## src/hw/rbs_pkg.sv

```systemverilog
// constants, types and helpers shared by the reset, boot and sync control block
package rbs_pkg;
  localparam int RBS_DATA_W = 24;
  localparam int RBS_ADDR_W = 8;
  localparam logic [7:0] RBS_OFS_CONFIG = 8'h00;
  localparam logic [7:0] RBS_OFS_USER_A = 8'h2C;
  localparam logic [7:0] RBS_OFS_USER_B = 8'h2D;
  localparam logic [7:0] RBS_OFS_RESULT = 8'h2F;
  localparam logic [23:0] RBS_CONFIG_RST = 24'h000000;
  localparam logic [23:0] RBS_USER_RST = 24'h000000;
  localparam int RBS_CFG_ALIGN_EN_BIT = 0;
  localparam int RBS_CFG_RUN_BIT = 1;
  // self-test result coding
  localparam int RBS_NUM_TESTS = 5;
  localparam logic [3:0] RBS_PASS_CODE = 4'hA;
  localparam logic [3:0] RBS_FAIL_CODE = 4'hF;
  localparam logic [23:0] RBS_ALL_PASS = 24'h0AAAAA;
  // timing
  localparam int RBS_CLK_KHZ = 200000;
  localparam int RBS_POWER_UP_TEST_RESULT_MS = 60;
  localparam int RBS_POWER_UP_TEST_RESULT_CYCLES = RBS_POWER_UP_TEST_RESULT_MS * RBS_CLK_KHZ;
  localparam int RBS_SCK_KHZ = 1024;
  localparam int RBS_SCK_HALF = RBS_CLK_KHZ / (2 * RBS_SCK_KHZ);
  localparam int RBS_MCLK_KHZ = 2048;
  localparam int RBS_MCLK_HALF = RBS_CLK_KHZ / (2 * RBS_MCLK_KHZ);
  localparam int RBS_OWR_SPS = 500;
  localparam int RBS_OWR_CYCLES = RBS_CLK_KHZ * 1000 / RBS_OWR_SPS;
  // serial EEPROM boot
  localparam logic [7:0] RBS_EE_READ_OP = 8'h03;
  localparam logic [15:0] RBS_EE_START = 16'h0010;
  localparam int RBS_EE_HDR_BITS = 24;
  localparam int RBS_EE_BYTE_BITS = 8;
  localparam logic [7:0] RBS_CMD_WRITE_REG = 8'h01;
  localparam logic [7:0] RBS_CMD_IIR = 8'h03;
  localparam logic [7:0] RBS_CMD_ROM = 8'h04;
  localparam logic [7:0] RBS_CMD_FILTER_START_DEF = 8'hFF;
  localparam logic [3:0] RBS_WORDS_WRITE_REG = 4'h2;
  localparam logic [3:0] RBS_WORDS_IIR = 4'h8;
  localparam logic [3:0] RBS_WORDS_ROM = 4'h1;
  localparam logic [1:0] RBS_LAST_BYTE = 2'h2;

  typedef enum logic [5:0] {
    RBS_ST_RESET = 6'h01,
    RBS_ST_POWER_UP_TEST_RESULT = 6'h02,
    RBS_ST_BOOT_CMD = 6'h04,
    RBS_ST_BOOT_DATA = 6'h08,
    RBS_ST_IDLE = 6'h10,
    RBS_ST_RUN = 6'h20
  } rbs_state_t;

  typedef enum logic [3:0] {
    RBS_EE_IDLE = 4'h1,
    RBS_EE_SEND = 4'h2,
    RBS_EE_WAIT = 4'h4,
    RBS_EE_RECV = 4'h8
  } rbs_ee_state_t;

  // one nibble per test, upper nibble stays zero
  function automatic logic [23:0] rbs_result(input logic [RBS_NUM_TESTS-1:0] fail);
    logic [23:0] r;
    r = 24'h000000;
    for (int i = 0; i < RBS_NUM_TESTS; i++) begin
      r[i*4 +: 4] = fail[i] ? RBS_FAIL_CODE : RBS_PASS_CODE;
    end
    return r;
  endfunction

  // number of 3-byte data words behind a boot command; zero means none
  function automatic logic [3:0] rbs_words_for(input logic [7:0] cmd);
    logic [3:0] n;
    case (cmd)
      RBS_CMD_WRITE_REG: n = RBS_WORDS_WRITE_REG;
      RBS_CMD_IIR: n = RBS_WORDS_IIR;
      RBS_CMD_ROM: n = RBS_WORDS_ROM;
      default: n = 4'h0;
    endcase
    return n;
  endfunction
endpackage

```

## src/hw/rbs_reset_boot_sync.sv

```systemverilog
// reset release, self-test, boot source and modulator sync control
`timescale 1ns/100ps
module rbs_reset_boot_sync #(
  parameter int POWER_UP_TEST_RESULT_CYCLES = rbs_pkg::RBS_POWER_UP_TEST_RESULT_CYCLES,
  parameter int OWR_CYCLES = rbs_pkg::RBS_OWR_CYCLES,
  parameter int MCLK_HALF = rbs_pkg::RBS_MCLK_HALF,
  parameter logic [7:0] FILTER_START_CMD = rbs_pkg::RBS_CMD_FILTER_START_DEF
) (
  input wire logic clk_in, // master clock, 200 MHz
  input wire logic rst_in, // synchronous reset, active high
  input wire logic reset_pin_n_in, // reset pin, active low, asynchronous
  input wire logic boot_sel_in, // boot select pin, asynchronous
  input wire logic sync_in, // sync pin, rising edge, asynchronous
  input wire logic [rbs_pkg::RBS_NUM_TESTS-1:0] test_fail_in, // per-test fail flags
  input wire logic cfg_wr_in, // configuration write strobe
  input wire logic [rbs_pkg::RBS_ADDR_W-1:0] cfg_addr_in, // register offset
  input wire logic [rbs_pkg::RBS_DATA_W-1:0] cfg_wdata_in, // write data
  output logic [rbs_pkg::RBS_DATA_W-1:0] cfg_rdata_out, // read data, one cycle late
  output logic cfg_ready_out, // high while commands are serviced
  output logic boot_mode_out, // captured boot select
  output logic filter_run_out, // filter operation started
  output logic mclk_out, // modulator clock
  output logic align_pulse_out, // modulator alignment pulse pin
  output logic phase_restart_out, // pulse: restart filter phase
  output logic sample_strobe_out, // pulse: output word due
  output logic ee_cs_n_out, // eeprom chip select, active low
  output logic ee_sck_out, // eeprom serial clock
  output logic ee_mosi_out, // eeprom serial data out
  output logic ee_oe_out, // high while eeprom pins are driven
  input wire logic ee_miso_in // eeprom serial data in
);
  import rbs_pkg::*;

  // pin synchronisers
  logic rstn_s1, rstn_s2, boot_s1, boot_s2, sync_s1, sync_s2, sync_s3;
  logic int_rst;

  // control state
  rbs_state_t st_reg, st_next;
  logic boot_mode_reg, boot_mode_next;
  logic [23:0] stcnt_reg, stcnt_next;
  logic [23:0] result_reg, result_next;
  logic [23:0] cfg_reg, cfg_next, user_a_reg, user_a_next, user_b_reg, user_b_next;
  logic [7:0] cmd_reg, cmd_next, eaddr_reg, eaddr_next;
  logic [3:0] words_reg, words_next;
  logic [1:0] bidx_reg, bidx_next;
  logic [23:0] acc_reg, acc_next, rdata_reg, rdata_next;
  logic pend_reg, pend_next;

  // eeprom reader link
  logic ee_start, ee_ready, ee_req, ee_bv;
  logic [7:0] ee_byte;

  // register write path shared by host and eeprom boot
  logic host_ok, ee_wr, wr_en;
  logic [7:0] wr_addr;
  logic [23:0] wr_data, ee_word;

  // sync path
  logic [7:0] mdiv_reg, mdiv_next;
  logic mclk_reg, mclk_next, seen_reg, seen_next, armed_reg, armed_next;
  logic pulse_reg, pulse_next, restart_reg, restart_next, strobe_reg, strobe_next;
  logic [19:0] phase_reg, phase_next;
  logic mtick, mrise, mfall, sync_edge, align_en, run;

  // two stages on every pin before any logic looks at it
  always_ff @(posedge clk_in) begin
    if (rst_in) begin
      rstn_s1 <= 1'b0;
      rstn_s2 <= 1'b0;
    end else begin
      rstn_s1 <= reset_pin_n_in;
      rstn_s2 <= rstn_s1;
    end
    boot_s1 <= boot_sel_in;
    boot_s2 <= boot_s1;
    sync_s1 <= sync_in;
    sync_s2 <= sync_s1;
    sync_s3 <= sync_s2;
  end

  // a low pin holds everything, so a reset mid boot restarts the lot
  assign int_rst = rst_in | ~rstn_s2;

  // commands are only honoured once self-test is over and no boot is running
  assign host_ok = (st_reg == RBS_ST_IDLE) || (st_reg == RBS_ST_RUN);
  assign ee_word = {acc_reg[15:0], ee_byte};
  assign ee_wr = ee_bv && (st_reg == RBS_ST_BOOT_DATA) && (bidx_reg == RBS_LAST_BYTE) &&
                 (cmd_reg == RBS_CMD_WRITE_REG) && (words_reg == 4'h1);
  assign wr_en = (host_ok && cfg_wr_in) || ee_wr;
  assign wr_addr = ee_wr ? eaddr_reg : cfg_addr_in;
  assign wr_data = ee_wr ? ee_word : cfg_wdata_in;
  assign ee_start = (st_reg == RBS_ST_BOOT_CMD) || (st_reg == RBS_ST_BOOT_DATA);
  assign ee_req = ee_start && ee_ready && !pend_reg;

  // boot sequencer, register file and eeprom command parser
  always_comb begin
    st_next = st_reg;
    boot_mode_next = boot_mode_reg;
    stcnt_next = stcnt_reg;
    result_next = result_reg;
    cfg_next = cfg_reg;
    user_a_next = user_a_reg;
    user_b_next = user_b_reg;
    cmd_next = cmd_reg;
    eaddr_next = eaddr_reg;
    words_next = words_reg;
    bidx_next = bidx_reg;
    acc_next = acc_reg;
    pend_next = (pend_reg | ee_req) & ~ee_bv;
    if (wr_en) begin
      case (wr_addr)
        RBS_OFS_CONFIG: cfg_next = wr_data;
        RBS_OFS_USER_A: user_a_next = wr_data;
        RBS_OFS_USER_B: user_b_next = wr_data;
        default: ;
      endcase
    end
    case (st_reg)
      RBS_ST_RESET: begin
        boot_mode_next = boot_s2;
        stcnt_next = 24'h000000;
        st_next = RBS_ST_POWER_UP_TEST_RESULT;
      end
      RBS_ST_POWER_UP_TEST_RESULT: begin
        stcnt_next = stcnt_reg + 24'h000001;
        if (stcnt_reg == 24'(POWER_UP_TEST_RESULT_CYCLES - 1)) begin
          result_next = rbs_result(test_fail_in);
          st_next = boot_mode_reg ? RBS_ST_BOOT_CMD : RBS_ST_IDLE;
        end
      end
      RBS_ST_BOOT_CMD: begin
        if (ee_bv) begin
          cmd_next = ee_byte;
          words_next = rbs_words_for(ee_byte);
          bidx_next = 2'h0;
          if (ee_byte == FILTER_START_CMD) begin
            cfg_next[RBS_CFG_RUN_BIT] = 1'b1;
            st_next = RBS_ST_RUN;
          end else if (rbs_words_for(ee_byte) != 4'h0) begin
            st_next = RBS_ST_BOOT_DATA;
          end
        end
      end
      RBS_ST_BOOT_DATA: begin
        if (ee_bv) begin
          acc_next = ee_word;
          bidx_next = bidx_reg + 2'h1;
          if (bidx_reg == RBS_LAST_BYTE) begin
            bidx_next = 2'h0;
            words_next = words_reg - 4'h1;
            // first word of a register write carries the target offset
            if (cmd_reg == RBS_CMD_WRITE_REG && words_reg == RBS_WORDS_WRITE_REG) begin
              eaddr_next = ee_byte;
            end
            if (words_reg == 4'h1) begin
              st_next = RBS_ST_BOOT_CMD;
            end
          end
        end
      end
      RBS_ST_IDLE: begin
        if (cfg_reg[RBS_CFG_RUN_BIT]) begin
          st_next = RBS_ST_RUN;
        end
      end
      RBS_ST_RUN: ;
      default: st_next = RBS_ST_RESET;
    endcase
    case (cfg_addr_in)
      RBS_OFS_CONFIG: rdata_next = cfg_reg;
      RBS_OFS_USER_A: rdata_next = user_a_reg;
      RBS_OFS_USER_B: rdata_next = user_b_reg;
      RBS_OFS_RESULT: rdata_next = result_reg;
      default: rdata_next = 24'h000000;
    endcase
  end

  always_ff @(posedge clk_in) begin
    if (int_rst) begin
      st_reg <= RBS_ST_RESET;
      boot_mode_reg <= 1'b0;
      stcnt_reg <= 24'h000000;
      result_reg <= 24'h000000;
      cfg_reg <= RBS_CONFIG_RST;
      user_a_reg <= RBS_USER_RST;
      user_b_reg <= RBS_USER_RST;
      cmd_reg <= 8'h00;
      eaddr_reg <= 8'h00;
      words_reg <= 4'h0;
      bidx_reg <= 2'h0;
      acc_reg <= 24'h000000;
      pend_reg <= 1'b0;
      rdata_reg <= 24'h000000;
    end else begin
      st_reg <= st_next;
      boot_mode_reg <= boot_mode_next;
      stcnt_reg <= stcnt_next;
      result_reg <= result_next;
      cfg_reg <= cfg_next;
      user_a_reg <= user_a_next;
      user_b_reg <= user_b_next;
      cmd_reg <= cmd_next;
      eaddr_reg <= eaddr_next;
      words_reg <= words_next;
      bidx_reg <= bidx_next;
      acc_reg <= acc_next;
      pend_reg <= pend_next;
      rdata_reg <= rdata_next;
    end
  end

  // eeprom master; it is idle and its pins released outside the boot states
  rbs_ee_reader u_ee (
    .clk_in(clk_in),
    .rst_in(int_rst),
    .start_in(ee_start),
    .byte_req_in(ee_req),
    .ready_out(ee_ready),
    .byte_out(ee_byte),
    .byte_valid_out(ee_bv),
    .cs_n_out(ee_cs_n_out),
    .sck_out(ee_sck_out),
    .mosi_out(ee_mosi_out),
    .oe_out(ee_oe_out),
    .miso_in(ee_miso_in)
  );

  // modulator clock events and sync retiming
  assign mtick = (mdiv_reg == 8'(MCLK_HALF - 1));
  assign mrise = mtick && !mclk_reg;
  assign mfall = mtick && mclk_reg;
  assign sync_edge = sync_s2 && !sync_s3;
  assign align_en = cfg_reg[RBS_CFG_ALIGN_EN_BIT];
  assign run = cfg_reg[RBS_CFG_RUN_BIT];

  always_comb begin
    mdiv_next = mtick ? 8'h00 : mdiv_reg + 8'h01;
    mclk_next = mtick ? ~mclk_reg : mclk_reg;
    // an edge in the same cycle as the hand-off is kept, not lost
    seen_next = sync_edge | (seen_reg & ~mrise);
    armed_next = armed_reg;
    pulse_next = pulse_reg;
    restart_next = 1'b0;
    if (mrise) begin
      armed_next = seen_reg;
    end
    if (mfall) begin
      // launched on the falling edge and held one full modulator period
      pulse_next = armed_reg & align_en;
      restart_next = armed_reg & align_en;
      armed_next = 1'b0;
    end
    phase_next = run ? phase_reg + 20'h00001 : phase_reg;
    if (phase_reg == 20'(OWR_CYCLES - 1)) begin
      phase_next = 20'h00000;
    end
    // a restart that lands on the wrap finds the phase already at zero
    if (mfall && armed_reg && align_en) begin
      phase_next = 20'h00000;
    end
    strobe_next = run && (phase_reg == 20'(OWR_CYCLES - 1)) && !(mfall && armed_reg && align_en);
  end

  always_ff @(posedge clk_in) begin
    if (int_rst) begin
      mdiv_reg <= 8'h00;
      mclk_reg <= 1'b0;
      seen_reg <= 1'b0;
      armed_reg <= 1'b0;
      pulse_reg <= 1'b0;
      restart_reg <= 1'b0;
      phase_reg <= 20'h00000;
      strobe_reg <= 1'b0;
    end else begin
      mdiv_reg <= mdiv_next;
      mclk_reg <= mclk_next;
      seen_reg <= seen_next;
      armed_reg <= armed_next;
      pulse_reg <= pulse_next;
      restart_reg <= restart_next;
      phase_reg <= phase_next;
      strobe_reg <= strobe_next;
    end
  end

  assign cfg_rdata_out = rdata_reg;
  assign cfg_ready_out = host_ok;
  assign boot_mode_out = boot_mode_reg;
  assign filter_run_out = run;
  assign mclk_out = mclk_reg;
  assign align_pulse_out = pulse_reg;
  assign phase_restart_out = restart_reg;
  assign sample_strobe_out = strobe_reg;
endmodule

```

## src/hw/rbs_ee_reader.sv

```systemverilog
// serial EEPROM streaming reader used during EEPROM boot
`timescale 1ns/100ps
module rbs_ee_reader #(
  parameter int HALF = rbs_pkg::RBS_SCK_HALF
) (
  input wire logic clk_in, // system clock
  input wire logic rst_in, // synchronous reset, active high
  input wire logic start_in, // level: hold high for the whole boot read
  input wire logic byte_req_in, // pulse: fetch the next byte
  output logic ready_out, // header sent, waiting for a byte request
  output logic [7:0] byte_out, // last byte read
  output logic byte_valid_out, // pulse: byte_out is new
  output logic cs_n_out, // chip select, active low
  output logic sck_out, // serial clock
  output logic mosi_out, // serial data to eeprom
  output logic oe_out, // high while the serial pins are driven
  input wire logic miso_in // serial data from eeprom, asynchronous
);
  import rbs_pkg::*;

  rbs_ee_state_t st_reg, st_next;
  logic [7:0] div_reg, div_next;
  logic sck_reg, sck_next;
  logic [23:0] sh_reg, sh_next;
  logic [4:0] bit_reg, bit_next;
  logic bv_reg, bv_next;
  logic miso_s1, miso_s2;

  // pin synchroniser; bits are taken long after the eeprom launched them
  always_ff @(posedge clk_in) begin
    miso_s1 <= miso_in;
    miso_s2 <= miso_s1;
  end

  // one continuous read: opcode and start address, then bytes on demand
  always_comb begin
    st_next = st_reg;
    div_next = div_reg;
    sck_next = sck_reg;
    sh_next = sh_reg;
    bit_next = bit_reg;
    bv_next = 1'b0;
    case (st_reg)
      RBS_EE_IDLE: begin
        sck_next = 1'b0;
        if (start_in) begin
          st_next = RBS_EE_SEND;
          sh_next = {RBS_EE_READ_OP, RBS_EE_START};
          bit_next = 5'(RBS_EE_HDR_BITS);
          div_next = 8'h00;
        end
      end
      RBS_EE_SEND, RBS_EE_RECV: begin
        if (div_reg == 8'(HALF - 1)) begin
          div_next = 8'h00;
          sck_next = ~sck_reg;
          // falling edge: capture the bit held since the rising edge, launch the next
          if (sck_reg) begin
            sh_next = {sh_reg[22:0], miso_s2};
            bit_next = bit_reg - 5'h01;
            if (bit_reg == 5'h01) begin
              st_next = RBS_EE_WAIT;
              bv_next = (st_reg == RBS_EE_RECV);
            end
          end
        end else begin
          div_next = div_reg + 8'h01;
        end
      end
      RBS_EE_WAIT: begin
        if (byte_req_in) begin
          st_next = RBS_EE_RECV;
          bit_next = 5'(RBS_EE_BYTE_BITS);
          div_next = 8'h00;
        end
      end
      default: st_next = RBS_EE_IDLE;
    endcase
    // dropping start ends the transaction at once, even mid byte
    if (!start_in) begin
      st_next = RBS_EE_IDLE;
      sck_next = 1'b0;
    end
  end

  always_ff @(posedge clk_in) begin
    if (rst_in) begin
      st_reg <= RBS_EE_IDLE;
      div_reg <= 8'h00;
      sck_reg <= 1'b0;
      sh_reg <= 24'h000000;
      bit_reg <= 5'h00;
      bv_reg <= 1'b0;
    end else begin
      st_reg <= st_next;
      div_reg <= div_next;
      sck_reg <= sck_next;
      sh_reg <= sh_next;
      bit_reg <= bit_next;
      bv_reg <= bv_next;
    end
  end

  assign ready_out = (st_reg == RBS_EE_WAIT);
  assign byte_out = sh_reg[7:0];
  assign byte_valid_out = bv_reg;
  assign cs_n_out = (st_reg == RBS_EE_IDLE);
  assign sck_out = sck_reg;
  assign mosi_out = sh_reg[23];
  assign oe_out = (st_reg != RBS_EE_IDLE);
endmodule

```

## config.mk

```make
export PLATFORM = sky130hd
export DESIGN_NAME = rbs_reset_boot_sync
export DESIGN_NICKNAME = d
export VERILOG_FILES = /design/src/hw/rbs_pkg.sv /design/src/hw/rbs_reset_boot_sync.sv /design/src/hw/rbs_ee_reader.sv
export SDC_FILE = /design/constraint.sdc
export NUM_CORES = 1
export LEC_CHECK = 0
export ABC_AREA = 1
export BUFFER_PORTS_ARGS = -buffer_cell sky130_fd_sc_hd__buf_2
export CAP_MARGIN = 30
export CORE_AREA = 2 2 162 164
export CTS_BUF_LIST = sky130_fd_sc_hd__clkbuf_16
export DETAILED_ROUTE_END_ITERATION = 12
export DIE_AREA = 0 0 164 166
export GPL_TIMING_DRIVEN = 0
export PLACE_DENSITY = 0.65
export SYNTH_ARGS = -nofsm -noshare
export SYNTH_HDL_FRONTEND = slang
export SYNTH_SLANG_ARGS = --single-unit
```

## constraint.sdc

```tcl
create_clock -name clk_in -period 2.8 [get_ports clk_in]
set_clock_uncertainty 0.2 [all_clocks]
set_input_delay 0.28 -clock clk_in [delete_from_list [all_inputs] [get_ports clk_in]]
set_output_delay 0.28 -clock clk_in [all_outputs]
set_load 0.02 [all_outputs]
```

==> results.md <==
* Status: finished clean
* Fin area at 13300 um^2
* Pre-CTS WS at -70.1 ps
* Vias in the first global route at 9945
* Worst skew pair latency at 550 ps
* Final hold viol count at 0
* Crit path arrival time at 2840 ps
* Hold Path Class: input port to register
* FF+latch area at 5160 um^2
* Post-synth EDFFs at 0
* Fin. max-slew vios at 0
* Most frequent cells in the layout: nand2_1, nor2_1, dfxtp_1
* Ant diodes at 0
* Initial Util at 0.443
* Yosys Warn Count at 0
* Pre-antenna DRT Iters at 5
* Clock sinks at 258
* Slew Limit Headroom at 0.456
* Non-filler cells, final at 2079
* Sequential share of the synthesized area at 0.455
* Maximum vdd drop at 0.529 mV
* Placed Cells incl. Taps at 2004
* Met2 wire len at 13900 um
* Buffers on Ports at 78
* Worst setup path class: register to register
* GRT Overall Usage at 0.228
* Row cnt at 59
* Synth Flop Type: dfxtp_1
* Highest metal used: met4
* Vias at 10700
* Synthesized instance count at 1589
* Seq cells post-synth at 258
* Largest net degree at the start of global routing at 14
* First-pass GRT wire length at 50100 um
* Post-synth ARST share at 0
* Setup TNS at 0 ps
* Final period util at 0.932
* Cell Area, Synth at 11400 um^2
* Core Area at 25600 um^2
* CP startpoint kind: register
* DRT Wirelength at 31300 um
* Synth cell types at 47
* CTS H-Tree Depth at 1
* CP Max Fanout at 10
* WL/cell at 15.0 um
* Crit path capture type: register
* Max cap viols at 0
* Remaining antenna violation count at 0
* Commonest non-fill, non-tap cell in the layout: nand2_1
* Final Util at 0.519
* Placed Area at 12200 um^2
* Cell Pwr Density at 551 nW/um^2
* Worst-case clock buffer depth at 3
* Reg clk slew, reported paths at 60 ps
* Vias per inst at 5.13
* Metal1 wirelength at 14400 um
* Count of final setup violators at 0
* Area Overhead vs Synth at 17.1%
* IO Count at 79
* Worst Tran Pin Value at 810 ps
* Lkg Pwr at 4.92 nW
* Die Y at 166 um
* Syn Area/Cell at 7.15 um^2
* Final Worst Setup Slack at 190 ps
* Die area at 27200 um^2
* Tmin final at 2610 ps
* DP HPWL at 22700 um
* CTS tree: yes
* CTS root buf: clkbuf_16
* Routability cong. at 0.878
* Number of remaining DRC errors at 0
* Fillers at 2524
* Initial antenna violation count at 0
* Iteration-0 DRC Markers at 824
* Area of the multi-input gates at 5230 um^2
* Num CTS Buffers at 28
* Net Count, Synth at 1643
* Layout cell share with drive strength beyond 1 at 0.0992
* Achievable frequency at 383 MHz
* Final net count at 1776
* Met3 WL post-DR at 1630 um
* CP required at 3030 ps
* Aggregate global routing overflow at 0
* Die X at 164 um
-- stage by stage --
step	total power [mW]	hold WS, ps
floorplan	3.85	108
global placement	3.94	112
detailed placement	3.94	114
CTS	7.40	2.85
global route	7.57	32.0
finish	7.33	25.4
-- critical path: stages (launching register included) --
cell,delay [ps]
dfxtp_1,330
nor2_2,260
nand3_4,190
nor2_8,190
nand3_4,140
nand2_1,90
nand2_1,90
nor3_4,290
buf_4,250
buf_4,210
nand3_1,90
nand2_1,90
nor2_1,60
-- cells by family (layout without fill, tap and decap cells) --
family	Yosys count	after routing	share of synthesized area
buf+inv	243	398	0.0866
mux	4	4	0.00353
fa+ha+maj	10	10	0.0110
simple gates	786	786	0.297
compound gates	271	271	0.134
flops	258	258	0.455
xor+xnor	17	17	0.0131
-- power breakdown --
part           switching [mW]  total (mW)  internal, mW
Sequential            0.00339        3.68          3.68
Combinational           0.136       0.206        0.0697
Clock                    1.49        3.44          1.95
Total                    1.63        7.33          5.70
-- synth_stat cells, types with 2 or more instances --
cell type,number,area [um^2]
buf_2,9,45.0
nand3_4,2,35.0
nor2_4,5,56.3
nand3_2,2,20.0
nor3_2,2,20.0
a211oi_1,37,278
a21oi_1,106,531
xor2_1,10,87.6
nor4_1,11,68.8
or2_2,2,12.5
nor2_2,4,25.0
nand3_1,92,460
buf_4,6,45.0
xnor2_1,7,61.3
o21a_1,3,22.5
nand2_1,326,1220
inv_1,173,649
nor2_1,275,1030
clkinv_1,5,18.8
clkbuf_1,33,124
inv_2,3,11.3
buf_1,9,33.8
a31oi_1,2,12.5
dfxtp_1,258,5160
nor3b_1,6,45.0
nor3_1,21,105
o21ai_0,99,495
mux2i_1,4,40.0
buf_6,5,56.3
o22ai_1,9,56.3
nand4_1,24,150
a221oi_1,6,52.6
a22oi_1,2,15.0
nand3b_1,3,22.5
ha_1,10,125
and2_1,7,43.8
-- worst paths after layout --
| check | endpoint | slack [ps] | cells past startpoint | startpoint |
|---|---|---|---|---|
| worst max-delay path | user_a_reg[21]$_SDFFE_PP0P_ | 190 | 12 | st_reg[4]$_SDFFE_PP0P_ |
| worst max register to register | user_a_reg[21]$_SDFFE_PP0P_ | 190 | 12 | st_reg[4]$_SDFFE_PP0P_ |
| worst min register to register | boot_s2$_DFF_P_ | 130 | 0 | boot_s1$_DFF_P_ |
| worst min-delay path | cfg_rdata_out[17]$_SDFF_PP0_ | 30 | 4 | cfg_addr_in[0] |
-- routing by layer --
layer  global-route usage  vias up
met5                    0        -
met4               0.0992        0
met3               0.0312       83
met2                0.356      281
met1                0.315     4880
li1                     -     5411
-- area by class of cell --
type	count	area share
Multi-Input combinational cell	1088	0.393
Timing Repair Buffer	103	0.0478
Inverter	181	0.0516
Clock inverter	23	0.00950
Buffer	62	0.0238
Sequential cell	258	0.388
Clock buffer	29	0.0546
Tap cell	335	0.0315
-- repair_timing --
action,CTS,global route
setup buffers,0,3
setup endpoints to repair,0,69
hold buffers,20,0
hold endpoints to repair,20,0
gates resized for setup,0,18
No activity file was read; power rests on OpenSTA's default activity.
